File: config.mk
export PLATFORM = sky130hd
export DESIGN_NAME = reset_straps_and_bus_routing
export DESIGN_NICKNAME = d
export VERILOG_FILES = /design/src/inc/reset_straps_pkg.sv /design/src/logic/bus_select_reg.sv /design/src/logic/reset_straps_and_bus_routing.sv
export VERILOG_INCLUDE_DIRS = /design/src /design/src/inc
export SDC_FILE = /design/constraint.sdc
export NUM_CORES = 1
export LEC_CHECK = 0
export BUFFER_PORTS_ARGS = -buffer_cell sky130_fd_sc_hd__buf_2
export CORE_MARGIN = 8
export CORE_UTILIZATION = 44
export CTS_CLUSTER_SIZE = 28
export DETAILED_ROUTE_END_ITERATION = 12
export HOLD_SLACK_MARGIN = 0.06
export PLACE_DENSITY_LB_ADDON = 0.08
export SYNTH_ARGS = -nofsm -noshare
export SYNTH_HDL_FRONTEND = slang
export SYNTH_SLANG_ARGS = --single-unit
File: constraint.sdc
create_clock -name sys_clk -period 1.4 [get_ports sys_clk]
set_input_delay 0.42 -clock sys_clk [delete_from_list [all_inputs] [get_ports sys_clk]]
set_output_delay 0.42 -clock sys_clk [all_outputs]
set_load 0.05 [all_outputs]
File: src/inc/reset_straps_defs.svh
// offsets, field positions, reset values and timing counts
`ifndef RESET_STRAPS_DEFS_SVH
`define RESET_STRAPS_DEFS_SVH
`define BUS_SEL_ADDR 16'h1c00
`define BUS_SEL_RESET 16'h0000
`define PP_MSB 14
`define PP_LSB 12
`define SP1_MSB 11
`define SP1_LSB 10
`define SP0_MSB 9
`define SP0_LSB 8
`define ADDR_GPIO_MSB 5
`define ADDR_GPIO_LSB 0
`define ADDR_GPIO_PINS 6
`define STRAP_SETTLE 2'h3
`endif

File: src/inc/reset_straps_pkg.sv
// types shared by the strap and bus routing logic
package reset_straps_pkg;
  `include "reset_straps_defs.svh"

  // one i/o port access from the cpu
  typedef struct packed {
    logic [15:0] addr;
    logic wr;
    logic rd;
    logic [15:0] wdata;
  } ioReq_s;

  // live fields of the bus select register
  typedef struct packed {
    logic [2:0] ppRoute;
    logic [1:0] sp1Route;
    logic [1:0] sp0Route;
    logic [`ADDR_GPIO_PINS-1:0] addrGpio;
  } busSel_s;
endpackage : reset_straps_pkg

File: src/logic/bus_select_reg.sv
// bus select register on the cpu i/o port
`timescale 1ns/10ps
`include "reset_straps_defs.svh"
module bus_select_reg
  import reset_straps_pkg::*;
(
  input wire logic sys_clk,
  input wire logic rstn,
  input wire ioReq_s ioReq,
  output logic [15:0] rdData,
  output logic rdValid,
  output busSel_s busSel
);
  busSel_s busSel_q;
  busSel_s busSel_d;
  logic [15:0] rdData_q;
  logic rdValid_q;
  wire logic hit;
  wire logic [15:0] rdWord;
  // reset fields cut from the full word; reserved bits are skipped
  localparam logic [15:0] RESET_WORD = `BUS_SEL_RESET;
  localparam busSel_s RESET_FIELDS =
    {RESET_WORD[`PP_MSB:`SP0_LSB],
     RESET_WORD[`ADDR_GPIO_MSB:`ADDR_GPIO_LSB]};

  // decode; reserved bits 15, 7, 6 are never stored
  assign hit = (ioReq.addr == `BUS_SEL_ADDR);
  assign busSel_d.ppRoute = ioReq.wdata[`PP_MSB:`PP_LSB];
  assign busSel_d.sp1Route = ioReq.wdata[`SP1_MSB:`SP1_LSB];
  assign busSel_d.sp0Route = ioReq.wdata[`SP0_MSB:`SP0_LSB];
  assign busSel_d.addrGpio = ioReq.wdata[`ADDR_GPIO_MSB:`ADDR_GPIO_LSB];
  assign rdWord = {1'b0, busSel_q.ppRoute, busSel_q.sp1Route,
                   busSel_q.sp0Route, 2'h0, busSel_q.addrGpio};

  // store on write; routing follows on the next cycle
  always_ff @(posedge sys_clk or negedge rstn)
  begin
    if (!rstn)
      busSel_q <= RESET_FIELDS;
    else if (ioReq.wr && hit)
      busSel_q <= busSel_d;
  end

  // read answer one cycle after the strobe; unmapped reads give zero
  always_ff @(posedge sys_clk or negedge rstn)
  begin
    if (!rstn)
    begin
      rdData_q <= 16'h0000;
      rdValid_q <= 1'b0;
    end
    else
    begin
      rdData_q <= (ioReq.rd && hit) ? rdWord : 16'h0000;
      rdValid_q <= ioReq.rd;
    end
  end

  assign rdData = rdData_q;
  assign rdValid = rdValid_q;
  assign busSel = busSel_q;

  property p_write_store;
    @(posedge sys_clk) disable iff (!rstn)
    (ioReq.wr && hit) |=> (busSel_q == $past(busSel_d));
  endproperty
  a_write_store: assert property (p_write_store)
    else $error("bus select write not stored");

  property p_other_addr;
    @(posedge sys_clk) disable iff (!rstn)
    (ioReq.wr && !hit) |=> $stable(busSel_q);
  endproperty
  a_other_addr: assert property (p_other_addr)
    else $error("write to other address changed bus select");

  property p_reserved_zero;
    @(posedge sys_clk) disable iff (!rstn)
    rdValid_q |-> (rdData_q[15] == 1'b0 && rdData_q[7:6] == 2'h0);
  endproperty
  a_reserved_zero: assert property (p_reserved_zero)
    else $error("reserved bits read nonzero");

  property p_read_back;
    @(posedge sys_clk) disable iff (!rstn)
    (ioReq.rd && hit && !ioReq.wr) |=>
      (rdValid_q && rdData_q == $past(rdWord));
  endproperty
  a_read_back: assert property (p_read_back)
    else $error("bus select read mismatch");
endmodule : bus_select_reg

File: src/logic/reset_straps_and_bus_routing.sv
// reset straps, clock source select and external bus routing
// What this block does
// - regulator strap low: internal reset is supply-ok AND reset pin
// - regulator strap high: supply-ok forced high, reset pin alone resets
// - clock strap low: 32 kHz oscillator feeds rtc and clock generator
// - clock strap high: external clock to generator, oscillator to rtc only
// - bits 14:12 select parallel port routing, reset 000
// - bits 11:10 and 9:8 select serial port 1 and 0 routing, reset 00
// - bus select register sits at i/o port 0x1c00, read and write
// - changed routing takes effect on the next clock cycle
// - bits 5:0 each govern one upper address pin, address 20 down to 15
// - select bit 1: that address pin works as general-purpose i/o
// - select bit 0, the reset value: pin stays a memory address line
`timescale 1ns/10ps
`include "reset_straps_defs.svh"
module reset_straps_and_bus_routing
  import reset_straps_pkg::*;
(
  input wire logic sys_clk,
  input wire logic rstn,
  input wire logic resetPinN,
  input wire logic supplyOkMon,
  input wire logic coreRegulatorEnableStrap,
  input wire logic clockSourceStrap,
  input wire ioReq_s ioReq,
  output logic [15:0] ioRdData,
  output logic ioRdValid,
  output logic internalRstN,
  output logic supplyOk,
  output logic sysClkFromExt,
  output logic extClkIgnored,
  output logic [2:0] parallelPortRouting,
  output logic [1:0] serialPort1Routing,
  output logic [1:0] serialPort0Routing,
  input wire logic [`ADDR_GPIO_PINS-1:0] emifAddrHi,
  input wire logic [`ADDR_GPIO_PINS-1:0] gpioOut,
  input wire logic [`ADDR_GPIO_PINS-1:0] gpioOe,
  output logic [`ADDR_GPIO_PINS-1:0] gpioIn,
  input wire logic [`ADDR_GPIO_PINS-1:0] addrPinIn,
  output logic [`ADDR_GPIO_PINS-1:0] addrPinOut,
  output logic [`ADDR_GPIO_PINS-1:0] addrPinOe
);
  logic [3:0] pinSync1_q;
  logic [3:0] pinSync2_q;
  logic [1:0] settleCnt_q;
  logic strapsTaken_q;
  logic regStrap_q;
  logic clkStrap_q;
  logic supplyOk_q;
  logic internalRstN_q;
  logic [`ADDR_GPIO_PINS-1:0] padSync1_q;
  logic [`ADDR_GPIO_PINS-1:0] padSync2_q;
  busSel_s busSel;
  wire logic rstPinS;
  wire logic supOkS;
  wire logic supplyOk_d;
  wire logic internalRstN_d;

  // register slave on the cpu i/o port
  bus_select_reg u_bus_select_reg (
    .sys_clk(sys_clk),
    .rstn(rstn),
    .ioReq(ioReq),
    .rdData(ioRdData),
    .rdValid(ioRdValid),
    .busSel(busSel)
  );

  // pins come from outside the clock domain: two flops first
  always_ff @(posedge sys_clk or negedge rstn)
  begin
    if (!rstn)
    begin
      pinSync1_q <= 4'h0;
      pinSync2_q <= 4'h0;
    end
    else
    begin
      pinSync1_q <= {resetPinN, supplyOkMon,
                     coreRegulatorEnableStrap, clockSourceStrap};
      pinSync2_q <= pinSync1_q;
    end
  end

  assign rstPinS = pinSync2_q[3];
  assign supOkS = pinSync2_q[2];

  // straps are caught once after release, so a change needs a reset
  always_ff @(posedge sys_clk or negedge rstn)
  begin
    if (!rstn)
    begin
      settleCnt_q <= 2'h0;
      strapsTaken_q <= 1'b0;
      regStrap_q <= 1'b0;
      clkStrap_q <= 1'b0;
    end
    else if (!strapsTaken_q)
    begin
      settleCnt_q <= settleCnt_q + 2'h1;
      if (settleCnt_q == `STRAP_SETTLE)
      begin
        strapsTaken_q <= 1'b1;
        regStrap_q <= pinSync2_q[1];
        clkStrap_q <= pinSync2_q[0];
      end
    end
  end

  // supply-ok bypass and reset qualification
  assign supplyOk_d = strapsTaken_q & (regStrap_q | supOkS);
  assign internalRstN_d = supplyOk_d & rstPinS;

  // internal reset held low until the straps are known
  always_ff @(posedge sys_clk or negedge rstn)
  begin
    if (!rstn)
    begin
      supplyOk_q <= 1'b0;
      internalRstN_q <= 1'b0;
    end
    else
    begin
      supplyOk_q <= supplyOk_d;
      internalRstN_q <= internalRstN_d;
    end
  end

  assign supplyOk = supplyOk_q;
  assign internalRstN = internalRstN_q;

  // clock source steering; the rtc always stays on the oscillator
  assign sysClkFromExt = clkStrap_q;
  assign extClkIgnored = ~clkStrap_q;

  // routing fields go straight from the register, one cycle after a write
  assign parallelPortRouting = busSel.ppRoute;
  assign serialPort1Routing = busSel.sp1Route;
  assign serialPort0Routing = busSel.sp0Route;

  // per address pin: emif address line or general-purpose i/o
  genvar i;
  generate
    for (i = 0; i < `ADDR_GPIO_PINS; i++)
    begin : g_addr_pin
      wire logic gpioMode;
      assign gpioMode = busSel.addrGpio[i];
      assign addrPinOut[i] = gpioMode ? gpioOut[i]
                                      : emifAddrHi[i];
      assign addrPinOe[i] = gpioMode ? gpioOe[i] : 1'b1;
      // pad level reaches the gpio only in gpio mode
      always_ff @(posedge sys_clk or negedge rstn)
      begin
        if (!rstn)
        begin
          padSync1_q[i] <= 1'b0;
          padSync2_q[i] <= 1'b0;
        end
        else
        begin
          padSync1_q[i] <= addrPinIn[i];
          padSync2_q[i] <= padSync1_q[i];
        end
      end
      assign gpioIn[i] = gpioMode & padSync2_q[i];
    end
  endgenerate

  property p_rst_and;
    @(posedge sys_clk) disable iff (!rstn)
    (strapsTaken_q && !regStrap_q) |=>
      (internalRstN_q == $past(supOkS && rstPinS));
  endproperty
  a_rst_and: assert property (p_rst_and)
    else $error("reset not supply-ok and reset pin");

  property p_bypass;
    @(posedge sys_clk) disable iff (!rstn)
    (strapsTaken_q && regStrap_q) |=>
      (supplyOk_q && internalRstN_q == $past(rstPinS));
  endproperty
  a_bypass: assert property (p_bypass)
    else $error("bypass did not force supply ok");

  property p_clk_osc;
    @(posedge sys_clk) disable iff (!rstn)
    (strapsTaken_q && !clkStrap_q) |-> (extClkIgnored && !sysClkFromExt);
  endproperty
  a_clk_osc: assert property (p_clk_osc)
    else $error("oscillator source not selected");

  property p_clk_ext;
    @(posedge sys_clk) disable iff (!rstn)
    $rose(strapsTaken_q) |-> (sysClkFromExt == $past(pinSync2_q[0]));
  endproperty
  a_clk_ext: assert property (p_clk_ext)
    else $error("clock strap not taken");

  property p_strap_hold;
    @(posedge sys_clk) disable iff (!rstn)
    strapsTaken_q |=> ($stable(clkStrap_q) && $stable(regStrap_q));
  endproperty
  a_strap_hold: assert property (p_strap_hold)
    else $error("strap changed without reset");

  property p_route_next;
    @(posedge sys_clk) disable iff (!rstn)
    (ioReq.wr && ioReq.addr == `BUS_SEL_ADDR) |=>
      (parallelPortRouting == $past(ioReq.wdata[`PP_MSB:`PP_LSB]) &&
       serialPort1Routing == $past(ioReq.wdata[`SP1_MSB:`SP1_LSB]) &&
       serialPort0Routing == $past(ioReq.wdata[`SP0_MSB:`SP0_LSB]));
  endproperty
  a_route_next: assert property (p_route_next)
    else $error("routing not applied next cycle");

  property p_gpio_pin;
    @(posedge sys_clk) disable iff (!rstn)
    (ioReq.wr && ioReq.addr == `BUS_SEL_ADDR && ioReq.wdata[0]) |=>
      (addrPinOut[0] == gpioOut[0] && addrPinOe[0] == gpioOe[0]);
  endproperty
  a_gpio_pin: assert property (p_gpio_pin)
    else $error("address pin 15 not in gpio mode");

  property p_emif_pin;
    @(posedge sys_clk) disable iff (!rstn)
    (ioReq.wr && ioReq.addr == `BUS_SEL_ADDR && !ioReq.wdata[5]) |=>
      (addrPinOut[5] == emifAddrHi[5] && addrPinOe[5] && !gpioIn[5]);
  endproperty
  a_emif_pin: assert property (p_emif_pin)
    else $error("address pin 20 not an emif line");

  c_bypass: cover property (@(posedge sys_clk) disable iff (!rstn)
    strapsTaken_q && regStrap_q && internalRstN_q);
  c_ext_clk: cover property (@(posedge sys_clk) disable iff (!rstn)
    strapsTaken_q && sysClkFromExt);
  c_gpio_all: cover property (@(posedge sys_clk) disable iff (!rstn)
    busSel.addrGpio == 6'h3f && parallelPortRouting != 3'h0);
endmodule : reset_straps_and_bus_routing

==> results of run 1 <==
layout make-up:
| type | instances | share of cell area |
|---|---|---|
| sequential | 54 | 0.437 |
| tap | 52 | 0.0210 |
| clock inverter | 2 | 0.00404 |
| clock buffer | 6 | 0.0267 |
| multi-input combinational | 65 | 0.223 |
| inverter | 2 | 0.00243 |
| timing repair buffer | 119 | 0.287 |
Yosys cell counts, types with 2 or more instances:
cell type	instances
mux2_2	11
mux2_4	10
inv_1	2
buf_4	10
and3_1	2
nand2b_1	6
and2_1	20
dfrtp_1	54
stage by stage:
stage	total power, uW	TNS (ns)	instance area [sq um]
after floorplan	1750	-2.96	2060
after global placement	1880	-6.45	2640
after detailed placement	1890	-7.43	2640
after CTS	2810	-4.23	3010
after global routing	2920	-4.05	3100
final	2790	-3.12	3100
state kept, by name, indices dropped and copies added (netlist names):
| name | cells |
|---|---|
| sysClkFromExt | 1 |
| u_bus_select_reg.busSel | 13 |
| pinSync2_q | 4 |
| settleCnt_q | 2 |
| strapsTaken_q | 1 |
| pinSync1_q | 4 |
| u_bus_select_reg.rdData | 13 |
| regStrap_q | 1 |
| u_bus_select_reg.rdValid | 1 |
| supplyOk | 1 |
| internalRstN | 1 |
| padSync2_q | 6 |
| padSync1_q | 6 |
power groups by stage:
| stage | registers [uW] | logic (uW) | clock network [uW] |
|---|---|---|---|
| final | 1610 | 295 | 889 |
| after global routing | 1610 | 316 | 992 |
| after CTS | 1600 | 281 | 927 |
| after detailed placement | 1640 | 252 | 0 |
| after global placement | 1630 | 243 | 0 |
| after floorplan | 1660 | 89.7 | 0 |
cell families (layout without fill, tap and decap cells):
logic type                 Yosys count  in the layout
muxes                               21             21
other                                1              3
and+or+nand+nor                     37             37
AOI/OAI and AO/OA                    2              2
buffers and inverters               15            129
adders and majority gates            1              1
xor gates and xnor gates             1              1
DFF                                 54             54
what timing repair did:
item | 4_1_cts | 5_1_grt
pin swaps | 4 | 2
buffers inserted | 3 | 3
cloned | 1 | 0
resized for setup | 58 | 32
hold endpoints to repair | 0 | 0
endpoints found under the setup margin | 33 | 38
layer usage:
| metal | GRT usage | share of wire |
|---|---|---|
| met1 | 0.133 | 0.35 |
| met2 | 0.250 | 0.55 |
| met3 | 0.0801 | 0.094 |
| met4 | 0.0471 | 0.013 |
| met5 | 0 | 0 |
worst max-delay path by stage:
stage                                                    endpoint  slack [ns]
after detailed placement   u_bus_select_reg.busSel[4]$_DFFE_PN0P_       -0.44
after global routing                                addrPinOut[4]       -0.27
after CTS                                           addrPinOut[0]       -0.23
after global placement    u_bus_select_reg.busSel[10]$_DFFE_PN0P_       -0.39
after floorplan            u_bus_select_reg.busSel[0]$_DFFE_PN0P_       -0.25
final                                               addrPinOut[0]       -0.22
==> reports/qor.txt, run 1 <==
outcome: finished with violations
failing checks: negative setup slack
most frequent cells in the layout: 71 x buf_2, 54 x dfrtp_1, 21 x buf_6
number of port buffers: 103
Clock Latency Late Sink: 0.30 ns
top post-synthesis cells by area: dfrtp_1 67%, mux2_4 7.4%, and2_1 6.2%, mux2_2 6.1%, buf_4 3.7%
CTS Buf Count: 5
commonest non-fill, non-tap cell in the layout: buf_2
Buf+Inv Stages, Crit Path: 1
largest family of logic cells by synthesized area: multiplexers
Site Rows: 24
Area growth syn-to-layout: 52.8%
FF/Latch Area: 1350 sq um
Net Sw Frac: 0.238
fin crit period: 1.62 ns
R2R setup slack: 0.17 ns
Post-synth EDFFs: 0
Clock Power Share: 0.319
CTS Sinks: 54
Synth Area in Compound Gates: 0.00618
Core Area: 4380 sq um
startpoint types: flip-flop
Longest Clk Path Bufs: 2
leakage: 0.00164 uW
largest net degree at the start of global routing: 55
DRT Wirelength: 5190 um
global-route wire length before repair: 7920 um
Vert. Die Dim: 83.9 um
worst hold margin: 0.0919 ns
slowest CP cell: dfrtp_1
worst flop-to-flop path endpoint: regStrap_q$_DFFE_PN0P_
Netlist cell types: 25
critical path class: reg2out
initial antenna violation count: 0
Worst Path Max Fanout: 2
Reg-to-Reg Start: settleCnt_q[0]$_DFFE_PN0N_
Worst Reg-to-Reg Cells: 3
CTS tree: done
CP endpoint kind: output port
Starting Density: 0.462
worst setup path startpoint: u_bus_select_reg.busSel[0]$_DFFE_PN0P_
DIE WIDTH: 83.9 um
Worst Slack Setup Final: -0.219 ns
Mapped Cells: 132
sequential area share after synthesis: 0.667
Nets: 312
worst path cell trace: mux2_4 > buf_6
# IOs: 110
adder-cell share of the synthesized area: 0.00618
share of cells above drive strength 1: 0.661
fmax: 0.618 GHz
fin util: 0.706
Multi-input gate area: 689 sq um
Post-Synth Simple-Gate Area: 0.121
max-slew violation count: 0
GRT Total Usage: 0.141
clk_skew: 0.00619 ns
Synth area leader: dfrtp_1
largest stage delay on the critical path: 0.42 ns
Overflow after GRT: 0
final worst-path cycle share: 1.16
Logic pwr share: 0.106
H-tree depth: 2
Initial DRT Pass Iterations: 2
RSZ-0062 raised after global routing: true
Vias: 1391
synth warn: 0
WP data arrival: 1.20 ns
drt via density: 4.64
final setup fails: 31
GPL Wtd Cong: 0.739
Avg Cell Area, Syn: 15.3 sq um
final hold vios: 0
WL/cell: 17.3 um
Hold Crit Class: in2async
CTS hold repair buffers: 0
top cell type's share of synthesized area: 0.667
sequential power share: 0.576
Worst Path Required: 0.98 ns
number of routed nets with antenna violations: 0
Synth Flop Type: dfrtp_1
Die ar.: 7030 sq um
Syn Std Cell Area: 2030 sq um
pre-CTS setup slack: -0.435 ns
drc violations: 0
Async S/R FF share, synth: 1.00
dpl hpwl: 3590 um
number of diodes: 0
Crit path depth: 2
Filler cells: 318
PD cells: 901 nW/um^2
placed insts: 288
number of max-cap violations: 0
maximum vdd ir drop: 0.000647 V
Layout Cells excl Fill: 300
Sw Pwr: 663 uW
vias in the first global route: 1606
Cell Int Power: 2130 uW
Root Buffer Master: clkbuf_8
mux cell area share after synthesis: 0.135
CP top delay family: flip-flops
Clock Pin Slew Worst Setup and Hold Paths: 0.09 ns
Synth Register Bits: 54
post-synthesis xor/xnor area fraction: 0.00432
1st-iter DRT viols: 52
(Power assumes the default switching activity.)
==> run 2: changes to the inputs <==
MAX_ROUTING_LAYER = met4   (was not set)
==> run 2 against run 1 <==
The run still ends with negative setup slack left. Critical path depth unchanged. Routed wire length is 0.39% higher. Power up 0.30%. Critical path type unchanged.
==> reports/qor.txt, run 2 (synthesis results as in run 1) <==
outcome: finished with violations
failing checks: negative setup slack
sequential power share: 0.574
Clock Power Share: 0.320
initial antenna violation count: 0
Overflow after GRT: 0
Net Sw Frac: 0.240
commonest non-fill, non-tap cell in the layout: buf_2
# IOs: 110
Starting Density: 0.462
CTS tree: done
global-route wire length before repair: 7940 um
Longest Clk Path Bufs: 2
GPL Wtd Cong: 0.748
CP top delay family: flip-flops
CP endpoint kind: output port
Hold Crit Class: in2async
Vert. Die Dim: 83.9 um
fin crit period: 1.62 ns
Area growth syn-to-layout: 52.8%
drt via density: 4.64
largest stage delay on the critical path: 0.42 ns
number of diodes: 0
Cell Int Power: 2130 uW
Die ar.: 7030 sq um
Buf+Inv Stages, Crit Path: 1
1st-iter DRT viols: 45
clk_skew: 0.00525 ns
maximum vdd ir drop: 0.000641 V
WP data arrival: 1.20 ns
worst path cell trace: mux2_4 > buf_6
Nets: 312
largest net degree at the start of global routing: 55
share of cells above drive strength 1: 0.661
DRT Wirelength: 5210 um
Worst Slack Setup Final: -0.222 ns
critical path class: reg2out
design area: 3100 sq um
Site Rows: 24
Clock Pin Slew Worst Setup and Hold Paths: 0.10 ns
Vias: 1393
leakage: 0.00164 uW
CTS Sinks: 54
Worst Path Max Fanout: 2
final setup fails: 31
startpoint types: flip-flop
WL/cell: 17.4 um
RSZ-0062 raised after global routing: true
Core Area: 4380 sq um
PD cells: 904 nW/um^2
Clock Latency Late Sink: 0.30 ns
final worst-path cycle share: 1.16
drc violations: 0
DIE WIDTH: 83.9 um
Logic pwr share: 0.106
max-slew violation count: 0
number of port buffers: 103
dpl hpwl: 3590 um
H-tree depth: 2
placed cell area: 2640 sq um
vias in the first global route: 1611
Filler cells: 318
Worst Path Required: 0.98 ns
pre-CTS setup slack: -0.435 ns
CTS hold repair buffers: 0
CTS Buf Count: 5
Initial DRT Pass Iterations: 3
number of max-cap violations: 0
Sw Pwr: 671 uW
Root Buffer Master: clkbuf_8
final hold vios: 0
GRT Total Usage: 0.145
slowest CP cell: dfrtp_1
number of routed nets with antenna violations: 0
fmax: 0.616 GHz
most frequent cells in the layout: 71 x buf_2, 54 x dfrtp_1, 21 x buf_6
## run 2: cell counts in the layout (fill, tap and decap cells not counted)
Identical to the previous run, type by type.
## run 2: per-layer routing
layer	up-vias	wire length, um	global-route usage
met5	-	0	-
met3	5	438	0.0732
li1	646	-	-
met2	64	2860	0.250
met1	678	1860	0.138
met4	0	61	0.0471
## run 2: what timing repair did
action,CTS,global route
setup buffers,3,3
gates resized for setup,58,32
gates cloned,1,0
pin swaps,4,2
setup endpoints to repair,33,38
## run 2: cell type report
cell class                      instances  area [sq um]  area share
Tap cell                               52          65.1      0.0210
Sequential cell                        54          1350       0.437
Clock inverter                          2          12.5     0.00404
Multi-Input combinational cell         65           689       0.223
Clock buffer                            6          82.6      0.0267
Timing Repair Buffer                  119           887       0.287
Inverter                                2          7.51     0.00243
## run 2: worst paths after layout
check | end | cells past startpoint | startpoint | slack, ns
min in group sys_clk | padSync1_q[4]$_DFF_PN0_ | 1 | addrPinIn[4] | 0.21
max | addrPinOut[4] | 2 | u_bus_select_reg.busSel[4]$_DFFE_PN0P_ | -0.22
max reg2reg | regStrap_q$_DFFE_PN0P_ | 3 | settleCnt_q[0]$_DFFE_PN0N_ | 0.15
min reg2reg | padSync2_q[3]$_DFF_PN0_ | 0 | padSync1_q[3]$_DFF_PN0_ | 0.36
max in group asynchronous | u_bus_select_reg.busSel[1]$_DFFE_PN0P_ | 2 | rstn | 1.07
min | pinSync2_q[3]$_DFF_PN0_ | 2 | rstn | 0.09
## run 2: power groups by stage
stage / logic, uW / clock network, uW / registers (uW)
after floorplan: 89.7 / 0 / 1660
after global placement: 243 / 0 / 1630
after detailed placement: 252 / 0 / 1640
after CTS: 281 / 927 / 1600
after global routing: 316 / 995 / 1610
final: 295 / 897 / 1610
## run 2: metrics by stage
| stage | instances | setup TNS [ns] | hold slack (ns) | power, uW | utilization |
|---|---|---|---|---|---|
| 6_report | 300 | -3.14 | 0.0894 | 2800 | 0.706 |
| 5_1_grt | 300 | -4.04 | 0.109 | 2920 | 0.706 |
| 4_1_cts | 300 | -4.23 | 0.101 | 2810 | 0.688 |
| 3_5_place_dp | 288 | -7.43 | 0.336 | 1890 | 0.603 |
| 3_3_place_gp | 288 | -6.45 | 0.332 | 1880 | 0.603 |
| 2_1_floorplan | 134 | -2.96 | 0.124 | 1750 | - |
